**src/hdl/port_ctrl_pkg.sv**
```systemverilog
package port_ctrl_pkg;
   // port widths
   localparam int P9_W = 5;
   localparam int PB_W = 6;
   // byte address width, bits
   localparam int ADDR_W = 16;
   // register indices; byte address is four times the index
   localparam logic [15:0] IDX_PB_LATCH = 16'h000B;
   localparam logic [15:0] IDX_P9_RDBK = 16'h0016;
   localparam logic [15:0] IDX_PB_RDBK = 16'h0018;
   localparam logic [15:0] IDX_PB_DIR = 16'h0F25;
   localparam logic [15:0] IDX_P9_PU = 16'h0F30;
   localparam logic [15:0] IDX_P9_FSEL = 16'h0F3D;
   localparam logic [15:0] IDX_PB_FSEL = 16'h0F3F;
   localparam logic [15:0] IDX_P9_DRV = 16'h0F4A;
   localparam logic [15:0] IDX_PB_DRV = 16'h0F4C;
   // reset values
   localparam logic [7:0] RST_PB_LATCH = 8'h00;
   localparam logic [7:0] RST_PB_DIR = 8'h00;
   localparam logic [7:0] RST_PB_DRV = 8'h00;
   localparam logic [1:0] RST_PB_FSEL = 2'h0;
   localparam logic [4:0] RST_P9 = 5'h00;
   // field position of the uart bits in the port b function select
   localparam int PB_FSEL_LSB = 4;
   // axi responses
   localparam logic [1:0] RESP_OKAY = 2'h0;
   localparam logic [1:0] RESP_SLVERR = 2'h2;
endpackage

```
**src/hdl/port_pin_cell.sv**
```systemverilog
`timescale 1ns/1ps
`default_nettype none
// per-bit pad control for one port, pad outputs registered, readback live
module port_pin_cell #(
   parameter int W = 5
) (
   // clock and reset
   input wire logic aclk,
   input wire logic aresetn,
   // per-bit configuration
   input wire logic [W-1:0] dir,
   input wire logic [W-1:0] latch,
   input wire logic [W-1:0] fsel,
   input wire logic [W-1:0] alt,
   input wire logic [W-1:0] open_drain,
   input wire logic [W-1:0] pullup_req,
   // pad side
   input wire logic [W-1:0] pin_in,
   output logic [W-1:0] pin_out_ff,
   output logic [W-1:0] pin_oe_ff,
   output logic [W-1:0] pullup_on_ff,
   // live readback value
   output logic [W-1:0] readback
);
   // value that would go to the pad
   logic [W-1:0] drive_val;
   // the latch and readback logic cannot serve more than a byte
   if (W < 1 || W > 8) begin : g_chk
      $error("port_pin_cell: W must be 1 to 8");
   end
   assign drive_val = (fsel & alt) | (~fsel & latch);
   assign readback = pin_in & (~dir | open_drain);
   // pad drivers; open drain only ever pulls low
   always_ff @(posedge aclk) begin
      if (!aresetn) begin
         pin_out_ff <= '0;
         pin_oe_ff <= '0;
      end else begin
         pin_out_ff <= drive_val & ~open_drain;
         pin_oe_ff <= dir & (~open_drain | ~drive_val);
      end
   end
   // pull-up only in input mode or open drain
   always_ff @(posedge aclk) begin
      if (!aresetn) begin
         pullup_on_ff <= '0;
      end else begin
         pullup_on_ff <= pullup_req & (~dir | open_drain);
      end
   end
endmodule // port_pin_cell
`default_nettype wire

```
**src/hdl/axil_reg_slave.sv**
```systemverilog
`timescale 1ns/1ps
`default_nettype none
// axi4-lite front end; one write and one read in flight at most
module axil_reg_slave #(
   parameter int AW = 16
) (
   // clock and reset
   input wire logic aclk,
   input wire logic aresetn,
   // write address channel
   input wire logic [AW-1:0] s_axi_awaddr,
   input wire logic s_axi_awvalid,
   output logic s_axi_awready,
   // write data channel
   input wire logic [31:0] s_axi_wdata,
   input wire logic [3:0] s_axi_wstrb,
   input wire logic s_axi_wvalid,
   output logic s_axi_wready,
   // write response channel
   output logic [1:0] s_axi_bresp,
   output logic s_axi_bvalid,
   input wire logic s_axi_bready,
   // read address channel
   input wire logic [AW-1:0] s_axi_araddr,
   input wire logic s_axi_arvalid,
   output logic s_axi_arready,
   // read data channel
   output logic [31:0] s_axi_rdata,
   output logic [1:0] s_axi_rresp,
   output logic s_axi_rvalid,
   input wire logic s_axi_rready,
   // register file side
   output logic wr_stb,
   output logic [AW-1:0] wr_addr,
   output logic [31:0] wr_data,
   output logic [3:0] wr_strb,
   input wire logic wr_ok,
   output logic rd_stb,
   output logic [AW-1:0] rd_addr,
   input wire logic [31:0] rd_data,
   input wire logic rd_ok
);
   // held halves of a write
   logic aw_held_ff;
   logic w_held_ff;
   // response flops
   logic bvalid_ff;
   logic rvalid_ff;
   // address and data may arrive in either order
   assign s_axi_awready = !aw_held_ff && !bvalid_ff;
   assign s_axi_wready = !w_held_ff && !bvalid_ff;
   assign wr_stb = aw_held_ff && w_held_ff && !bvalid_ff;
   assign s_axi_bvalid = bvalid_ff;
   // reads are answered from a register one edge after the take
   assign s_axi_arready = !rvalid_ff;
   assign rd_stb = s_axi_arvalid && !rvalid_ff;
   assign rd_addr = s_axi_araddr;
   assign s_axi_rvalid = rvalid_ff;
   // write channel capture
   always_ff @(posedge aclk) begin
      if (!aresetn) begin
         aw_held_ff <= 1'b0;
         w_held_ff <= 1'b0;
         wr_addr <= '0;
         wr_data <= '0;
         wr_strb <= '0;
      end else if (wr_stb) begin
         aw_held_ff <= 1'b0;
         w_held_ff <= 1'b0;
      end else begin
         if (s_axi_awvalid && s_axi_awready) begin
            aw_held_ff <= 1'b1;
            wr_addr <= s_axi_awaddr;
         end
         if (s_axi_wvalid && s_axi_wready) begin
            w_held_ff <= 1'b1;
            wr_data <= s_axi_wdata;
            wr_strb <= s_axi_wstrb;
         end
      end
   end
   // write response
   always_ff @(posedge aclk) begin
      if (!aresetn) begin
         bvalid_ff <= 1'b0;
         s_axi_bresp <= port_ctrl_pkg::RESP_OKAY;
      end else if (wr_stb) begin
         bvalid_ff <= 1'b1;
         s_axi_bresp <= wr_ok ? port_ctrl_pkg::RESP_OKAY
                              : port_ctrl_pkg::RESP_SLVERR;
      end else if (s_axi_bready) begin
         bvalid_ff <= 1'b0;
      end
   end
   // read response
   always_ff @(posedge aclk) begin
      if (!aresetn) begin
         rvalid_ff <= 1'b0;
         s_axi_rdata <= '0;
         s_axi_rresp <= port_ctrl_pkg::RESP_OKAY;
      end else if (rd_stb) begin
         rvalid_ff <= 1'b1;
         s_axi_rdata <= rd_data;
         s_axi_rresp <= rd_ok ? port_ctrl_pkg::RESP_OKAY
                              : port_ctrl_pkg::RESP_SLVERR;
      end else if (s_axi_rready) begin
         rvalid_ff <= 1'b0;
      end
   end
endmodule // axil_reg_slave
`default_nettype wire

```
**src/hdl/port9_portb_gpio_control.sv**
```systemverilog
// Functional notes
// - port9 function select routes secondary output
// - port9 drive type: cmos or open drain
// - port9 pull-up only input or open drain
// - port9 readback: pin unless cmos output
// - port b bits individually input or output
// - port b per-bit open drain or cmos
// - port b latch drives outputs, resets zero
// - port b direction; uart receive/transmit bits
// - port b function select bits 5:4 only
// - port b drive type register, bits 5:0
// - port b readback: pin unless cmos output
`timescale 1ns/1ps
`default_nettype none
module port9_portb_gpio_control (
   // clock and reset
   input wire logic aclk,
   input wire logic aresetn,
   // axi4-lite write address
   input wire logic [port_ctrl_pkg::ADDR_W-1:0] s_axi_awaddr,
   input wire logic s_axi_awvalid,
   output logic s_axi_awready,
   // axi4-lite write data
   input wire logic [31:0] s_axi_wdata,
   input wire logic [3:0] s_axi_wstrb,
   input wire logic s_axi_wvalid,
   output logic s_axi_wready,
   // axi4-lite write response
   output logic [1:0] s_axi_bresp,
   output logic s_axi_bvalid,
   input wire logic s_axi_bready,
   // axi4-lite read address
   input wire logic [port_ctrl_pkg::ADDR_W-1:0] s_axi_araddr,
   input wire logic s_axi_arvalid,
   output logic s_axi_arready,
   // axi4-lite read data
   output logic [31:0] s_axi_rdata,
   output logic [1:0] s_axi_rresp,
   output logic s_axi_rvalid,
   input wire logic s_axi_rready,
   // port 9 state kept by the neighbouring latch block
   input wire logic [port_ctrl_pkg::P9_W-1:0] port9_direction,
   input wire logic [port_ctrl_pkg::P9_W-1:0] port9_output_latch,
   // port 9 secondary outputs, one per bit, from serial units
   input wire logic [port_ctrl_pkg::P9_W-1:0] port9_secondary_out,
   // port 9 pads
   input wire logic [port_ctrl_pkg::P9_W-1:0] port9_pin_in,
   output logic [port_ctrl_pkg::P9_W-1:0] port9_pin_out,
   output logic [port_ctrl_pkg::P9_W-1:0] port9_pin_oe,
   output logic [port_ctrl_pkg::P9_W-1:0] port9_pullup_on,
   // uart zero transmit, routed to port b bits 5 and 4
   input wire logic uart_zero_transmit_out,
   // uart zero receive feed: bit 0 from pin 4, bit 1 from pin 5
   output logic [1:0] uart_zero_receive_in,
   // port b pads
   input wire logic [port_ctrl_pkg::PB_W-1:0] portb_pin_in,
   output logic [port_ctrl_pkg::PB_W-1:0] portb_pin_out,
   output logic [port_ctrl_pkg::PB_W-1:0] portb_pin_oe
);
   localparam int P9W = port_ctrl_pkg::P9_W;
   localparam int PBW = port_ctrl_pkg::PB_W;
   localparam int AW = port_ctrl_pkg::ADDR_W;
   localparam int FL = port_ctrl_pkg::PB_FSEL_LSB;

   // true when a byte address lands on the given register index
   function automatic logic hit(input logic [AW-1:0] a,
                                input logic [15:0] idx);
      hit = (a == {idx[AW-3:0], 2'b00});
   endfunction

   // port b register state
   logic [7:0] portb_output_latch_ff; // full byte, upper two kept
   logic [7:0] portb_direction_ff;    // full byte, upper two set by sw
   logic [7:0] portb_drive_type_ff;   // full byte, upper two stored as written
   logic [1:0] portb_function_select_ff; // uart bits only
   // port 9 register state
   logic [P9W-1:0] port9_pullup_enable_ff;
   logic [P9W-1:0] port9_function_select_ff;
   logic [P9W-1:0] port9_drive_type_ff;

   // register file strobes from the bus front end
   logic wr_stb;
   logic [AW-1:0] wr_addr;
   logic [31:0] wr_data;
   logic [3:0] wr_strb;
   logic wr_ok;
   logic rd_stb;
   logic [AW-1:0] rd_addr;
   logic [31:0] rd_data;
   logic rd_ok;
   // a byte write only lands when lane 0 is enabled
   logic wr_lane0;
   logic [7:0] wr_byte;

   // live readback from each pad group
   logic [P9W-1:0] p9_readback;
   logic [PBW-1:0] pb_readback;
   // port b function select spread over all six bits
   logic [PBW-1:0] pb_fsel_full;
   // port b secondary outputs spread over all six bits
   logic [PBW-1:0] pb_alt;

   assign wr_lane0 = wr_stb && wr_strb[0];
   assign wr_byte = wr_data[7:0];

   // bus slave
   axil_reg_slave #(
      .AW(AW)
   ) u_bus (
      .aclk(aclk),
      .aresetn(aresetn),
      .s_axi_awaddr(s_axi_awaddr),
      .s_axi_awvalid(s_axi_awvalid),
      .s_axi_awready(s_axi_awready),
      .s_axi_wdata(s_axi_wdata),
      .s_axi_wstrb(s_axi_wstrb),
      .s_axi_wvalid(s_axi_wvalid),
      .s_axi_wready(s_axi_wready),
      .s_axi_bresp(s_axi_bresp),
      .s_axi_bvalid(s_axi_bvalid),
      .s_axi_bready(s_axi_bready),
      .s_axi_araddr(s_axi_araddr),
      .s_axi_arvalid(s_axi_arvalid),
      .s_axi_arready(s_axi_arready),
      .s_axi_rdata(s_axi_rdata),
      .s_axi_rresp(s_axi_rresp),
      .s_axi_rvalid(s_axi_rvalid),
      .s_axi_rready(s_axi_rready),
      .wr_stb(wr_stb),
      .wr_addr(wr_addr),
      .wr_data(wr_data),
      .wr_strb(wr_strb),
      .wr_ok(wr_ok),
      .rd_stb(rd_stb),
      .rd_addr(rd_addr),
      .rd_data(rd_data),
      .rd_ok(rd_ok)
   );

   // any mapped address is accepted; readback registers ignore writes
   always_comb begin
      wr_ok = hit(wr_addr, port_ctrl_pkg::IDX_PB_LATCH)
           || hit(wr_addr, port_ctrl_pkg::IDX_P9_RDBK)
           || hit(wr_addr, port_ctrl_pkg::IDX_PB_RDBK)
           || hit(wr_addr, port_ctrl_pkg::IDX_PB_DIR)
           || hit(wr_addr, port_ctrl_pkg::IDX_P9_PU)
           || hit(wr_addr, port_ctrl_pkg::IDX_P9_FSEL)
           || hit(wr_addr, port_ctrl_pkg::IDX_PB_FSEL)
           || hit(wr_addr, port_ctrl_pkg::IDX_P9_DRV)
           || hit(wr_addr, port_ctrl_pkg::IDX_PB_DRV);
   end

   // port b output latch
   always_ff @(posedge aclk) begin
      if (!aresetn) begin
         portb_output_latch_ff <= port_ctrl_pkg::RST_PB_LATCH;
      end else if (wr_lane0 && hit(wr_addr, port_ctrl_pkg::IDX_PB_LATCH)) begin
         // upper two bits stored as written; software keeps them zero
         portb_output_latch_ff <= wr_byte;
      end
   end

   // port b direction
   always_ff @(posedge aclk) begin
      if (!aresetn) begin
         portb_direction_ff <= port_ctrl_pkg::RST_PB_DIR;
      end else if (wr_lane0 && hit(wr_addr, port_ctrl_pkg::IDX_PB_DIR)) begin
         portb_direction_ff <= wr_byte;
      end
   end

   // port b drive type
   always_ff @(posedge aclk) begin
      if (!aresetn) begin
         portb_drive_type_ff <= port_ctrl_pkg::RST_PB_DRV;
      end else if (wr_lane0 && hit(wr_addr, port_ctrl_pkg::IDX_PB_DRV)) begin
         portb_drive_type_ff <= wr_byte;
      end
   end

   // port b function select, only the uart bits hold state
   always_ff @(posedge aclk) begin
      if (!aresetn) begin
         portb_function_select_ff <= port_ctrl_pkg::RST_PB_FSEL;
      end else if (wr_lane0 && hit(wr_addr, port_ctrl_pkg::IDX_PB_FSEL)) begin
         portb_function_select_ff <= wr_byte[FL+1:FL];
      end
   end

   // port 9 pull-up enable
   always_ff @(posedge aclk) begin
      if (!aresetn) begin
         port9_pullup_enable_ff <= port_ctrl_pkg::RST_P9;
      end else if (wr_lane0 && hit(wr_addr, port_ctrl_pkg::IDX_P9_PU)) begin
         port9_pullup_enable_ff <= wr_byte[P9W-1:0];
      end
   end

   // port 9 function select
   always_ff @(posedge aclk) begin
      if (!aresetn) begin
         port9_function_select_ff <= port_ctrl_pkg::RST_P9;
      end else if (wr_lane0 && hit(wr_addr, port_ctrl_pkg::IDX_P9_FSEL)) begin
         port9_function_select_ff <= wr_byte[P9W-1:0];
      end
   end

   // port 9 drive type
   always_ff @(posedge aclk) begin
      if (!aresetn) begin
         port9_drive_type_ff <= port_ctrl_pkg::RST_P9;
      end else if (wr_lane0 && hit(wr_addr, port_ctrl_pkg::IDX_P9_DRV)) begin
         port9_drive_type_ff <= wr_byte[P9W-1:0];
      end
   end

   // read mux; readbacks are sampled live at the read take
   always_comb begin
      rd_data = '0;
      rd_ok = 1'b1;
      if (hit(rd_addr, port_ctrl_pkg::IDX_PB_LATCH)) begin
         rd_data[7:0] = portb_output_latch_ff;
      end else if (hit(rd_addr, port_ctrl_pkg::IDX_P9_RDBK)) begin
         rd_data[P9W-1:0] = p9_readback;
      end else if (hit(rd_addr, port_ctrl_pkg::IDX_PB_RDBK)) begin
         rd_data[PBW-1:0] = pb_readback;
      end else if (hit(rd_addr, port_ctrl_pkg::IDX_PB_DIR)) begin
         rd_data[7:0] = portb_direction_ff;
      end else if (hit(rd_addr, port_ctrl_pkg::IDX_P9_PU)) begin
         rd_data[P9W-1:0] = port9_pullup_enable_ff;
      end else if (hit(rd_addr, port_ctrl_pkg::IDX_P9_FSEL)) begin
         rd_data[P9W-1:0] = port9_function_select_ff;
      end else if (hit(rd_addr, port_ctrl_pkg::IDX_PB_FSEL)) begin
         rd_data[FL+1:FL] = portb_function_select_ff;
      end else if (hit(rd_addr, port_ctrl_pkg::IDX_P9_DRV)) begin
         rd_data[P9W-1:0] = port9_drive_type_ff;
      end else if (hit(rd_addr, port_ctrl_pkg::IDX_PB_DRV)) begin
         rd_data[7:0] = portb_drive_type_ff;
      end else begin
         // unmapped: zero data with an error response
         rd_ok = 1'b0;
      end
   end

   // port b secondary routing; only bits 5:4 carry the uart
   always_comb begin
      pb_fsel_full = '0;
      pb_alt = '0;
      pb_fsel_full[FL+1:FL] = portb_function_select_ff;
      pb_alt[FL+1:FL] = {2{uart_zero_transmit_out}};
   end

   // port 9 pads
   port_pin_cell #(
      .W(P9W)
   ) u_p9 (
      .aclk(aclk),
      .aresetn(aresetn),
      .dir(port9_direction),
      .latch(port9_output_latch),
      .fsel(port9_function_select_ff),
      .alt(port9_secondary_out),
      .open_drain(port9_drive_type_ff),
      .pullup_req(port9_pullup_enable_ff),
      .pin_in(port9_pin_in),
      .pin_out_ff(port9_pin_out),
      .pin_oe_ff(port9_pin_oe),
      .pullup_on_ff(port9_pullup_on),
      .readback(p9_readback)
   );

   // port b pads; this port has no pull-up
   port_pin_cell #(
      .W(PBW)
   ) u_pb (
      .aclk(aclk),
      .aresetn(aresetn),
      .dir(portb_direction_ff[PBW-1:0]),
      .latch(portb_output_latch_ff[PBW-1:0]),
      .fsel(pb_fsel_full),
      .alt(pb_alt),
      .open_drain(portb_drive_type_ff[PBW-1:0]),
      .pullup_req({PBW{1'b0}}),
      .pin_in(portb_pin_in),
      .pin_out_ff(portb_pin_out),
      .pin_oe_ff(portb_pin_oe),
      .pullup_on_ff(),
      .readback(pb_readback)
   );

   // uart receive feed; an output-mode pin gives idle high so the
   // receiver does not see a false start bit
   always_ff @(posedge aclk) begin
      if (!aresetn) begin
         uart_zero_receive_in <= 2'h3;
      end else begin
         uart_zero_receive_in <= portb_pin_in[FL+1:FL]
                               | portb_direction_ff[FL+1:FL];
      end
   end
endmodule // port9_portb_gpio_control
`default_nettype wire

```
**config.mk**
```make
export PLATFORM = sky130hd
export DESIGN_NAME = port9_portb_gpio_control
export DESIGN_NICKNAME = d
export VERILOG_FILES = /design/src/hdl/port_ctrl_pkg.sv /design/src/hdl/port_pin_cell.sv /design/src/hdl/axil_reg_slave.sv /design/src/hdl/port9_portb_gpio_control.sv
export SDC_FILE = /design/constraint.sdc
export NUM_CORES = 1
export LEC_CHECK = 0
export BUFFER_PORTS_ARGS = -buffer_cell sky130_fd_sc_hd__buf_2
export CORE_MARGIN = 4
export CORE_UTILIZATION = 45
export CTS_CLUSTER_SIZE = 40
export DETAILED_ROUTE_END_ITERATION = 8
export GPL_TIMING_DRIVEN = 0
export PLACE_DENSITY = 0.74
export SYNTH_ARGS = -nofsm -noshare
export SYNTH_HDL_FRONTEND = slang
export SYNTH_SLANG_ARGS = --single-unit
```
**constraint.sdc**
```tcl
create_clock -name aclk -period 2.1 [get_ports aclk]
set_clock_uncertainty 0.2 [all_clocks]
set_input_delay 0.105 -clock aclk [delete_from_list [all_inputs] [get_ports aclk]]
set_output_delay 0.105 -clock aclk [all_outputs]
set_load 0.02 [all_outputs]
```
==> flow_metrics.env, run 1 <==
export IMPL_yosysTopAreaCellShare_pct=43.9
export IMPL_grt_setup_unrepaired="yes"
export IMPL_startpoint="u_bus.wr_addr[15]$_SDFFE_PN0P_"
export IMPL_cap_viol_max_count=0
export IMPL_antenna_found_initial=0
export IMPL_cts_buffers=9
export IMPL_r2r_cells=7
export IMPL_overflow=0
export IMPL_grt_pass1_wl_mm=23.2
export IMPL_clkLatencyLatePin_ns=0.39
export IMPL_vias=4805
export IMPL_rows=38
export IMPL_drt_initial_drc_count=258
export IMPL_syn_inst=549
export IMPL_startpoint_type="register"
export IMPL_yosysTopAreaCell="dfxtp_1"
export IMPL_power_mw=4.05
export IMPL_clkPwrFrac_pct=30.6
export IMPL_wl_per_cell_um=16.1
export IMPL_dp_hpwl_mm=10.7
export IMPL_clockBufferDepth=2
export IMPL_grt_usage_pct=22.8
export IMPL_drc=0
export IMPL_die_y_um=113
export IMPL_htree_levels=3
export IMPL_switching_share_pct=28.4
export IMPL_final_common_cell="buf_2"
export IMPL_post_synth_cell_area_avg_sq_um=9.06
export IMPL_grt_pass1_vias=4708
export IMPL_status="complete, no violations"
export IMPL_port_buffers=117
export IMPL_n_antenna_cell=0
export IMPL_worstMarginPinSlew_ns=0.749
export IMPL_final_setup_worst_slack_ns=0.00374
export IMPL_grt_max_degree=20
export IMPL_place_congestion=0.927
export IMPL_r2r_end="portb_drive_type_ff[6]$_SDFFE_PN0P_"
export IMPL_slew_viol_final=0
export IMPL_r2r_slack_ns=0.004
export IMPL_ant_nets=0
export IMPL_p_seq_share_pct=54.0
export IMPL_slew_headroom_pct=49.6
export IMPL_hp_class="input pin to register"
export IMPL_drive_above_1_share_pct=27.9
export IMPL_core_region_area_sq_um=10800
export IMPL_detailedPlace_worstSlack_ns=-0.368
export IMPL_via_per_inst=5.26
export IMPL_synth_cell_type_count=60
export IMPL_hold_path_depth=4
export IMPL_dpl_cell_area_sq_um=5830
export IMPL_holdWs_ns=0.0215
export IMPL_dieArea_sq_um=12800
export IMPL_final_hold_viol_count=0
export IMPL_design_area_sq_um=6790
export IMPL_tritoncts="built"
export IMPL_tns_ns=0
export IMPL_cp_required_ns=2.17
export IMPL_wirelength_mm=14.7
export IMPL_fin_crit_sh_pct=99.8
export IMPL_r2r_start="u_bus.wr_addr[15]$_SDFFE_PN0P_"
export IMPL_crit_fanout=8
export IMPL_p_int_mw=2.90
export IMPL_io_pins=172
export IMPL_clockRootBuffer="clkbuf_8"
export IMPL_synth_seq_cells=109
export IMPL_synthArstFlopShare_pct=0
export IMPL_end_kind="register"
export IMPL_max_freq_mhz=477
export IMPL_area_delta_synth_final_pct=36.4
export IMPL_cp_arrival_ns=2.17
export IMPL_most_common_layout_cells="119 x buf_2, 106 x dfxtp_1, 70 x nand2_1"
export IMPL_start_util_pct=45.9
export IMPL_p_per_area_nw_per_um2=597
export IMPL_die_w_um=113
export IMPL_crit_type="register to register"
export IMPL_cts_sinks=109
export IMPL_power_leakage_nw=3.05
export IMPL_synth_area_top_cells="dfxtp_1 44%, mux2i_1 8.3%, nand2_1 5.3%"
export IMPL_ir_drop_mv=0.388
export IMPL_min_period_ns=2.10
export IMPL_yosys_warnings=0
export IMPL_min_delay_start="s_axi_wvalid"
export IMPL_setup_viol=0
export IMPL_first_pass_iters=5
export IMPL_path_clk_slew_ns=0.11
export IMPL_hold_path_endpoint="u_bus.wr_data[0]$_SDFFE_PN0P_"
export IMPL_netlist_area_sq_um=4970
export IMPL_design_final_nets=870
export IMPL_synth_edf_count=0
export IMPL_switching_power_mw=1.15
export IMPL_p_comb_share_pct=15.4
export IMPL_synth_top_flop_cell="dfxtp_1"
export IMPL_synth_seq_area_share_pct=43.9
[power by group through the flow]
stage | registers [mW] | clock network [mW] | logic, mW
after detailed placement | 2.23 | 0 | 0.510
after global placement | 2.22 | 0 | 0.501
final | 2.19 | 1.24 | 0.623
after CTS | 2.18 | 1.27 | 0.612
after floorplan | 2.25 | 0 | 0.300
after global routing | 2.20 | 1.34 | 0.677
[metrics by stage]
step           cells  util (%)
2_1_floorplan    574         -
3_3_place_gp     831      53.8
3_5_place_dp     831      53.8
4_1_cts          914      62.1
5_1_grt          913      62.6
6_report         913      62.6
[worst max-delay path, cell delays in order (launching register included)]
cell and delay (ns):
dfxtp_2 0.33, or3_4 0.40, nor4_4 0.22, buf_4 0.19, and4b_1 0.22, buf_6 0.16, mux2i_1 0.21, nor2_1 0.05
[metal layers]
metal / vias up / global-route usage [%] / routed length (um)
met1: 2236 / 27.5 / 6160
met4: 0 / 10.5 / 391
met5: - / 0 / 0
met2: 177 / 39.7 / 7280
met3: 31 / 3.64 / 880
li1: 2361 / - / -
[synth_stat cells, types with 3 or more instances]
| cell type | count |
|---|---|
| nand2b_1 | 8 |
| nor3b_1 | 7 |
| nand2_1 | 70 |
| or4bb_1 | 5 |
| or3_1 | 5 |
| a222oi_1 | 3 |
| nor4_2 | 7 |
| a32oi_1 | 4 |
| a211oi_1 | 7 |
| nor4_1 | 10 |
| a21boi_0 | 4 |
| a21oi_2 | 4 |
| a211o_1 | 4 |
| or2_2 | 4 |
| a21oi_1 | 41 |
| mux2_2 | 7 |
| o31ai_1 | 4 |
| and2_1 | 3 |
| mux2i_1 | 41 |
| inv_1 | 15 |
| nor3_1 | 4 |
| nand3b_1 | 3 |
| nor2_1 | 53 |
| and4_1 | 3 |
| dfxtp_1 | 109 |
| a221oi_1 | 9 |
| nor2b_1 | 3 |
| or4_1 | 4 |
| clkbuf_1 | 19 |
| buf_2 | 3 |
| nand3_1 | 3 |
| buf_4 | 26 |
| o21ai_0 | 11 |
| and3_1 | 9 |
| nand4_1 | 5 |
[flip-flops by register name, indices dropped and copies added, names as in the netlist, 6 cells and up]
| name | count |
|---|---|
| portb_direction_ff | 8 |
| portb_drive_type_ff | 8 |
| portb_output_latch_ff | 8 |
| u_bus.s_axi_rdata | 8 |
| u_bus.wr_addr | 16 |
| u_bus.wr_data | 8 |
| u_pb.pin_oe_ff | 6 |
| u_pb.pin_out_ff | 6 |
[final cells by class]
cell class | count | area (sq um)
fill | 935 | 4060
multi-input combinational | 399 | 2610
sequential | 109 | 2190
timing repair buffer | 186 | 1260
buffer | 48 | 305
tap | 140 | 175
clock buffer | 10 | 138
inverter | 15 | 56.3
clock inverter | 6 | 53.8
[logic make-up (layout without fill, tap and decap cells)]
logic type / after synthesis / count (layout) / share of synthesized area [%]
muxes: 48 / 48 / 9.84
and+or+nand+nor: 222 / 222 / 25.0
DFF: 109 / 109 / 43.9
AOI/OAI and AO/OA: 102 / 102 / 13.7
buffers and inverters: 66 / 265 / 7.32
xor gates and xnor gates: 1 / 1 / 0.176
other: 1 / 26 / 0.0754
[how the worst max path moves through the flow]
stage,to,slack [ns]
floorplan,port9_function_select_ff[0]$_SDFFE_PN0P_,0.001
global placement,u_bus.s_axi_rdata[2]$_SDFFE_PN0P_,-0.38
detailed placement,port9_function_select_ff[0]$_SDFFE_PN0P_,-0.37
CTS,port9_function_select_ff[0]$_SDFFE_PN0P_,-0.06
global route,portb_drive_type_ff[0]$_SDFFE_PN0P_,-0.09
finish,portb_drive_type_ff[6]$_SDFFE_PN0P_,0.004
[what timing repair did]
action	4_1_cts	5_1_grt
hold buffers	61	0
gates resized for setup	12	12
pin swaps	3	3
setup buffers	6	2
endpoints found under the hold margin	57	0
gates cloned	0	0
setup endpoints to repair	41	61
(Power assumes the default switching activity.)
==> inputs of run 2 (changes only) <==
BUFFER_PORTS_ARGS = -buffer_cell sky130_fd_sc_hd__buf_4   (was -buffer_cell sky130_fd_sc_hd__buf_2)
CORE_ASPECT_RATIO = 1.4   (was unset)
RECOVER_POWER = 25   (was unset)
==> flow_metrics.env, run 2 (synthesis results as in run 1) <==
export IMPL_holdWs_ns=0.00274
export IMPL_final_setup_worst_slack_ns=-0.00243
export IMPL_ant_nets=0
export IMPL_clockRootBuffer="clkbuf_16"
export IMPL_max_freq_mhz=476
export IMPL_clockBufferDepth=2
export IMPL_design_final_nets=864
export IMPL_placedCellCount=832
export IMPL_seq_area_sq_um=2180
export IMPL_drc=0
export IMPL_end_kind="register"
export IMPL_first_pass_iters=4
export IMPL_hold_path_endpoint="u_p9.pin_out_ff[3]$_SDFF_PN0_"
export IMPL_grt_usage_pct=23.7
export IMPL_status="finished, violations left"
export IMPL_p_comb_share_pct=15.0
export IMPL_cp_top_family="simple AND/OR/NAND/NOR gates"
export IMPL_path_cells="nand3b_1, nor4_4, buf_4, and4b_1, buf_6, mux2i_1, nor2_1"
export IMPL_design_area_sq_um=7130
export IMPL_path_clk_slew_ns=0.08
export IMPL_r2r_end="portb_drive_type_ff[7]$_SDFFE_PN0P_"
export IMPL_tns_ns=-0.00243
export IMPL_r2r_start="u_bus.s_axi_bvalid$_SDFFE_PN0P_"
export IMPL_drive_above_1_share_pct=28.4
export IMPL_vias=4857
export IMPL_cpMaxStageDelayCell="dfxtp_2"
export IMPL_max_flop_register="u_bus.wr_addr"
export IMPL_tritoncts="built"
export IMPL_r2r_slack_ns=-0.002
export IMPL_htree_levels=3
export IMPL_overflow=0
export IMPL_die_w_um=96.9
export IMPL_area_delta_synth_final_pct=43.4
export IMPL_rows=45
export IMPL_io_pins=172
export IMPL_clkPwrFrac_pct=36.7
export IMPL_switching_power_mw=1.23
export IMPL_switching_share_pct=27.2
export IMPL_grt_pass1_wl_mm=24.5
export IMPL_wl_per_cell_um=16.7
export IMPL_fin_crit_sh_pct=100
export IMPL_port_buffers=117
export IMPL_slew_headroom_pct=58.1
export IMPL_startpoint_type="register"
export IMPL_final_hold_viol_count=0
export IMPL_finalNonFillerCells=908
export IMPL_most_common_layout_cells="150 x buf_4, 107 x dfxtp_1, 70 x nand2_1"
export IMPL_largest_reg_flops=16
export IMPL_cp_required_ns=2.12
export IMPL_cts_buffers=9
export IMPL_power_leakage_nw=3.16
export IMPL_crit_fanout=8
export IMPL_final_util_pct=66.0
export IMPL_worstMarginPinSlew_ns=0.623
export IMPL_fillCellCount=906
export IMPL_min_period_ns=2.10
export IMPL_grt_pass1_vias=5001
export IMPL_detailedPlace_worstSlack_ns=-0.405
export IMPL_grt_setup_unrepaired="yes"
export IMPL_die_y_um=132
export IMPL_p_int_mw=3.30
export IMPL_n_antenna_cell=0
export IMPL_p_seq_share_pct=48.3
export IMPL_clkLatencyLatePin_ns=0.35
export IMPL_final_common_cell="buf_4"
export IMPL_violations="negative setup slack"
export IMPL_core_region_area_sq_um=10800
export IMPL_hold_path_depth=3
export IMPL_cp_arrival_ns=2.12
export IMPL_dp_hpwl_mm=11.1
export IMPL_slew_viol_final=0
export IMPL_ir_drop_mv=0.587
export IMPL_cts_sinks=109
export IMPL_p_per_area_nw_per_um2=636
export IMPL_dieArea_sq_um=12800
export IMPL_via_per_inst=5.35
export IMPL_r2r_cells=7
export IMPL_min_delay_start="port9_output_latch[3]"
export IMPL_place_congestion=0.885
export IMPL_grt_max_degree=21
export IMPL_hp_class="input pin to register"
export IMPL_crit_type="register to register"
export IMPL_setup_viol=1
export IMPL_cap_viol_max_count=0
export IMPL_critPathBufInv=2
export IMPL_power_mw=4.54
export IMPL_multiInputGateArea_sq_um=2620
export IMPL_wirelength_mm=15.2
export IMPL_start_util_pct=46.0
export IMPL_drt_initial_drc_count=256
export IMPL_antenna_found_initial=0
export IMPL_slowest_delay_ns=0.36
export IMPL_dpl_cell_area_sq_um=6120
## run 2: cell types whose count changed in the layout (fill, tap and decap cells not counted), sizes merged
| cell | delta |
|---|---|
| clkbuf | -1 |
| clkinv | -1 |
| dlygate4sd3 | -6 |
| inv | +2 |
## run 2: final cells by class
cell class,count,share of cell area (%)
multi-input combinational,399,36.7
clock inverter,7,0.912
inverter,15,0.789
sequential,109,30.6
tap,141,2.47
clock buffer,9,3.16
buffer,48,4.28
timing repair buffer,180,21.0
## run 2: how the worst max path moves through the flow
stage	slack, ns	to	from	cells after the start
6_report	-0.002	portb_drive_type_ff[7]$_SDFFE_PN0P_	u_bus.s_axi_bvalid$_SDFFE_PN0P_	7
5_1_grt	-0.13	portb_drive_type_ff[1]$_SDFFE_PN0P_	u_bus.s_axi_bvalid$_SDFFE_PN0P_	7
4_1_cts	-0.06	portb_drive_type_ff[7]$_SDFFE_PN0P_	u_bus.wr_addr[15]$_SDFFE_PN0P_	7
3_5_place_dp	-0.41	u_bus.s_axi_rdata[6]$_SDFFE_PN0P_	s_axi_araddr[9]	6
3_3_place_gp	-0.34	u_bus.s_axi_rdata[3]$_SDFFE_PN0P_	s_axi_araddr[9]	6
2_1_floorplan	0.001	port9_function_select_ff[0]$_SDFFE_PN0P_	u_bus.wr_addr[9]$_SDFFE_PN0P_	5
## run 2: worst reg2reg max path: cells and delay by family, from the launching register on
family / cells / cell delay, ns
buf+inv: 2 / 0.33
flops: 1 / 0.36
mux: 1 / 0.20
simple gates: 4 / 0.89
## run 2: repair_timing
action	CTS	global route
hold buffers	55	0
setup buffers	6	3
endpoints found under the setup margin	42	61
gates resized for setup	12	14
pin swaps	5	2
endpoints found under the hold margin	50	0
## run 2: power groups by stage
stage | Sequential (mW) | Combinational (mW) | Clock, mW
6_report | 2.19 | 0.682 | 1.66
5_1_grt | 2.20 | 0.742 | 1.76
4_1_cts | 2.18 | 0.670 | 1.69
3_5_place_dp | 2.23 | 0.573 | 0
3_3_place_gp | 2.22 | 0.563 | 0
2_1_floorplan | 2.25 | 0.300 | 0
## run 2: routing by layer
metal | track usage, % | share of wire, % | up-vias
met2 | 43.0 | 53 | 193
met3 | 3.92 | 4.9 | 42
li1 | - | - | 2351
met1 | 25.7 | 38 | 2271
met4 | 13.6 | 4.2 | 0
met5 | 0 | 0 | -
==> inputs of run 3 (changes only) <==
CORE_UTILIZATION = 40   (was 45)
PLACE_DENSITY = 0.67   (was 0.74)
SLEW_MARGIN = 20   (was unset)
==> flow_metrics.env, run 3 (synthesis results as in run 1) <==
export IMPL_max_flop_register="u_bus.wr_addr"
export IMPL_grt_usage_pct=21.5
export IMPL_wirelength_mm=15.4
export IMPL_htree_levels=3
export IMPL_hold_path_depth=4
export IMPL_cp_arrival_ns=2.16
export IMPL_slew_headroom_pct=46.0
export IMPL_largest_reg_flops=16
export IMPL_final_hold_viol_count=0
export IMPL_clockBufferDepth=2
export IMPL_antenna_found_initial=1
export IMPL_cp_num_cells=7
export IMPL_overflow=0
export IMPL_critPathBufInv=2
export IMPL_violations="negative setup slack"
export IMPL_tritoncts="built"
export IMPL_cp_required_ns=2.11
export IMPL_design_final_nets=865
export IMPL_core_region_area_sq_um=12000
export IMPL_cpMaxStageDelayCell="or3_4"
export IMPL_end_kind="register"
export IMPL_grt_pass1_wl_mm=24.1
export IMPL_ant_nets=0
export IMPL_via_per_inst=5.36
export IMPL_startpoint_type="register"
export IMPL_setup_viol=5
export IMPL_first_pass_iters=5
export IMPL_p_int_mw=3.25
export IMPL_grt_setup_unrepaired="yes"
export IMPL_switching_share_pct=25.9
export IMPL_grt_pass1_vias=4745
export IMPL_r2r_cells=7
export IMPL_most_common_layout_cells="131 x buf_4, 108 x dfxtp_1, 70 x nand2_1"
export IMPL_seq_area_sq_um=2180
export IMPL_crit_fanout=5
export IMPL_die_y_um=140
export IMPL_hold_path_endpoint="u_bus.wr_addr[0]$_SDFFE_PN0P_"
export IMPL_worstMarginPinSlew_ns=0.811
export IMPL_switching_power_mw=1.14
export IMPL_dp_hpwl_mm=11.2
export IMPL_cts_buffers=9
export IMPL_min_delay_start="s_axi_awvalid"
export IMPL_fin_crit_sh_pct=102
export IMPL_ir_drop_mv=0.350
export IMPL_drc=0
export IMPL_final_setup_worst_slack_ns=-0.0411
export IMPL_status="finished, violations left"
export IMPL_path_clk_slew_ns=0.07
export IMPL_crit_type="register to register"
export IMPL_place_congestion=0.882
export IMPL_hp_class="input pin to register"
export IMPL_cap_viol_max_count=0
export IMPL_port_buffers=117
export IMPL_p_seq_share_pct=49.8
export IMPL_min_period_ns=2.14
export IMPL_finalNonFillerCells=913
export IMPL_drt_initial_drc_count=217
export IMPL_final_common_cell="buf_4"
export IMPL_clkLatencyLatePin_ns=0.35
export IMPL_start_util_pct=41.5
export IMPL_multiInputGateArea_sq_um=2650
export IMPL_p_per_area_nw_per_um2=621
export IMPL_fillCellCount=1072
export IMPL_r2r_slack_ns=-0.04
export IMPL_slowest_delay_ns=0.41
export IMPL_max_freq_mhz=467
export IMPL_cp_top_family="simple AND/OR/NAND/NOR gates"
export IMPL_slew_viol_final=0
export IMPL_final_util_pct=58.9
export IMPL_placedCellCount=838
export IMPL_r2r_end="port9_function_select_ff[3]$_SDFFE_PN0P_"
export IMPL_power_leakage_nw=3.07
export IMPL_die_w_um=102
export IMPL_io_pins=172
export IMPL_path_cells="or3_4, nor4_4, buf_4, nor3b_4, buf_12, mux2i_1, nor2_1"
export IMPL_grt_max_degree=17
export IMPL_vias=4890
export IMPL_cts_sinks=109
export IMPL_drive_above_1_share_pct=25.5
export IMPL_r2r_start="u_bus.wr_addr[9]$_SDFFE_PN0P_"
export IMPL_rows=47
export IMPL_wl_per_cell_um=16.9
export IMPL_clkPwrFrac_pct=34.7
export IMPL_clockRootBuffer="clkbuf_16"
export IMPL_dieArea_sq_um=14300
export IMPL_p_comb_share_pct=15.5
export IMPL_area_delta_synth_final_pct=42.1
export IMPL_n_antenna_cell=0
## run 3: repair_timing
action	4_1_cts	5_1_grt
cloned	0	0
hold buffers	54	0
setup endpoints to repair	46	44
setup buffers	5	2
endpoints found under the hold margin	51	0
pin swaps	4	3
resized for setup	14	11
## run 3: worst min-delay path: cells and delay by family
kind                   cells  cell delay [ns]
AOI/OAI and AO/OA          1             0.06
buffers and inverters      1             0.08
and+or+nand+nor            2             0.26
## run 3: cell type report
type                       instances  share of cell area [%]
multi-input combinational        399                    37.5
sequential                       109                    30.9
timing repair buffer             178                    20.2
buffer                            51                    4.44
clock buffer                      10                    3.24
tap                              147                    2.60
inverter                          15                   0.796
clock inverter                     4                   0.372
## run 3: worst max path at each step
stage | from | slack (ns) | to
after floorplan | u_bus.wr_addr[9]$_SDFFE_PN0P_ | 0.001 | port9_function_select_ff[0]$_SDFFE_PN0P_
after global placement | u_bus.wr_addr[9]$_SDFFE_PN0P_ | -0.39 | port9_function_select_ff[3]$_SDFFE_PN0P_
after detailed placement | s_axi_araddr[9] | -0.49 | u_bus.s_axi_rdata[7]$_SDFFE_PN0P_
after CTS | u_bus.wr_addr[15]$_SDFFE_PN0P_ | -0.09 | port9_function_select_ff[3]$_SDFFE_PN0P_
after global routing | u_bus.wr_addr[3]$_SDFFE_PN0P_ | -0.15 | port9_pullup_enable_ff[4]$_SDFFE_PN0P_
final | u_bus.wr_addr[9]$_SDFFE_PN0P_ | -0.04 | port9_function_select_ff[3]$_SDFFE_PN0P_
## run 3: routing by layer
layer / wire length (um) / vias to the layer above / part of all wire, % / global-route usage, %
met5: 13 / - / 0.084 / 0
met2: 7950 / 180 / 52 / 37.5
li1: - / 2353 / - / -
met3: 1100 / 43 / 7.1 / 5.42
met4: 618 / 2 / 4.0 / 10.0
met1: 5720 / 2312 / 37 / 24.1
## run 3: metrics by stage
stage / setup TNS (ns) / cell area, sq um / power, mW / hold WS [ns] / worst slack (ns)
floorplan: 0 / 5070 / 2.55 / 0.00402 / 0.00123
global placement: -12.16 / 6130 / 2.79 / 0.0951 / -0.392
detailed placement: -16.10 / 6130 / 2.80 / 0.0936 / -0.492
CTS: -0.934 / 7050 / 4.42 / 0.0000894 / -0.0940
global route: -2.85 / 7070 / 4.59 / 0.0301 / -0.153
finish: -0.126 / 7070 / 4.39 / 0.00641 / -0.0411
## run 3: power by group through the flow
stage | registers, mW | clock network (mW) | logic [mW]
2_1_floorplan | 2.25 | 0 | 0.300
3_3_place_gp | 2.23 | 0 | 0.565
3_5_place_dp | 2.23 | 0 | 0.574
4_1_cts | 2.18 | 1.56 | 0.671
5_1_grt | 2.19 | 1.65 | 0.742
6_report | 2.18 | 1.52 | 0.681
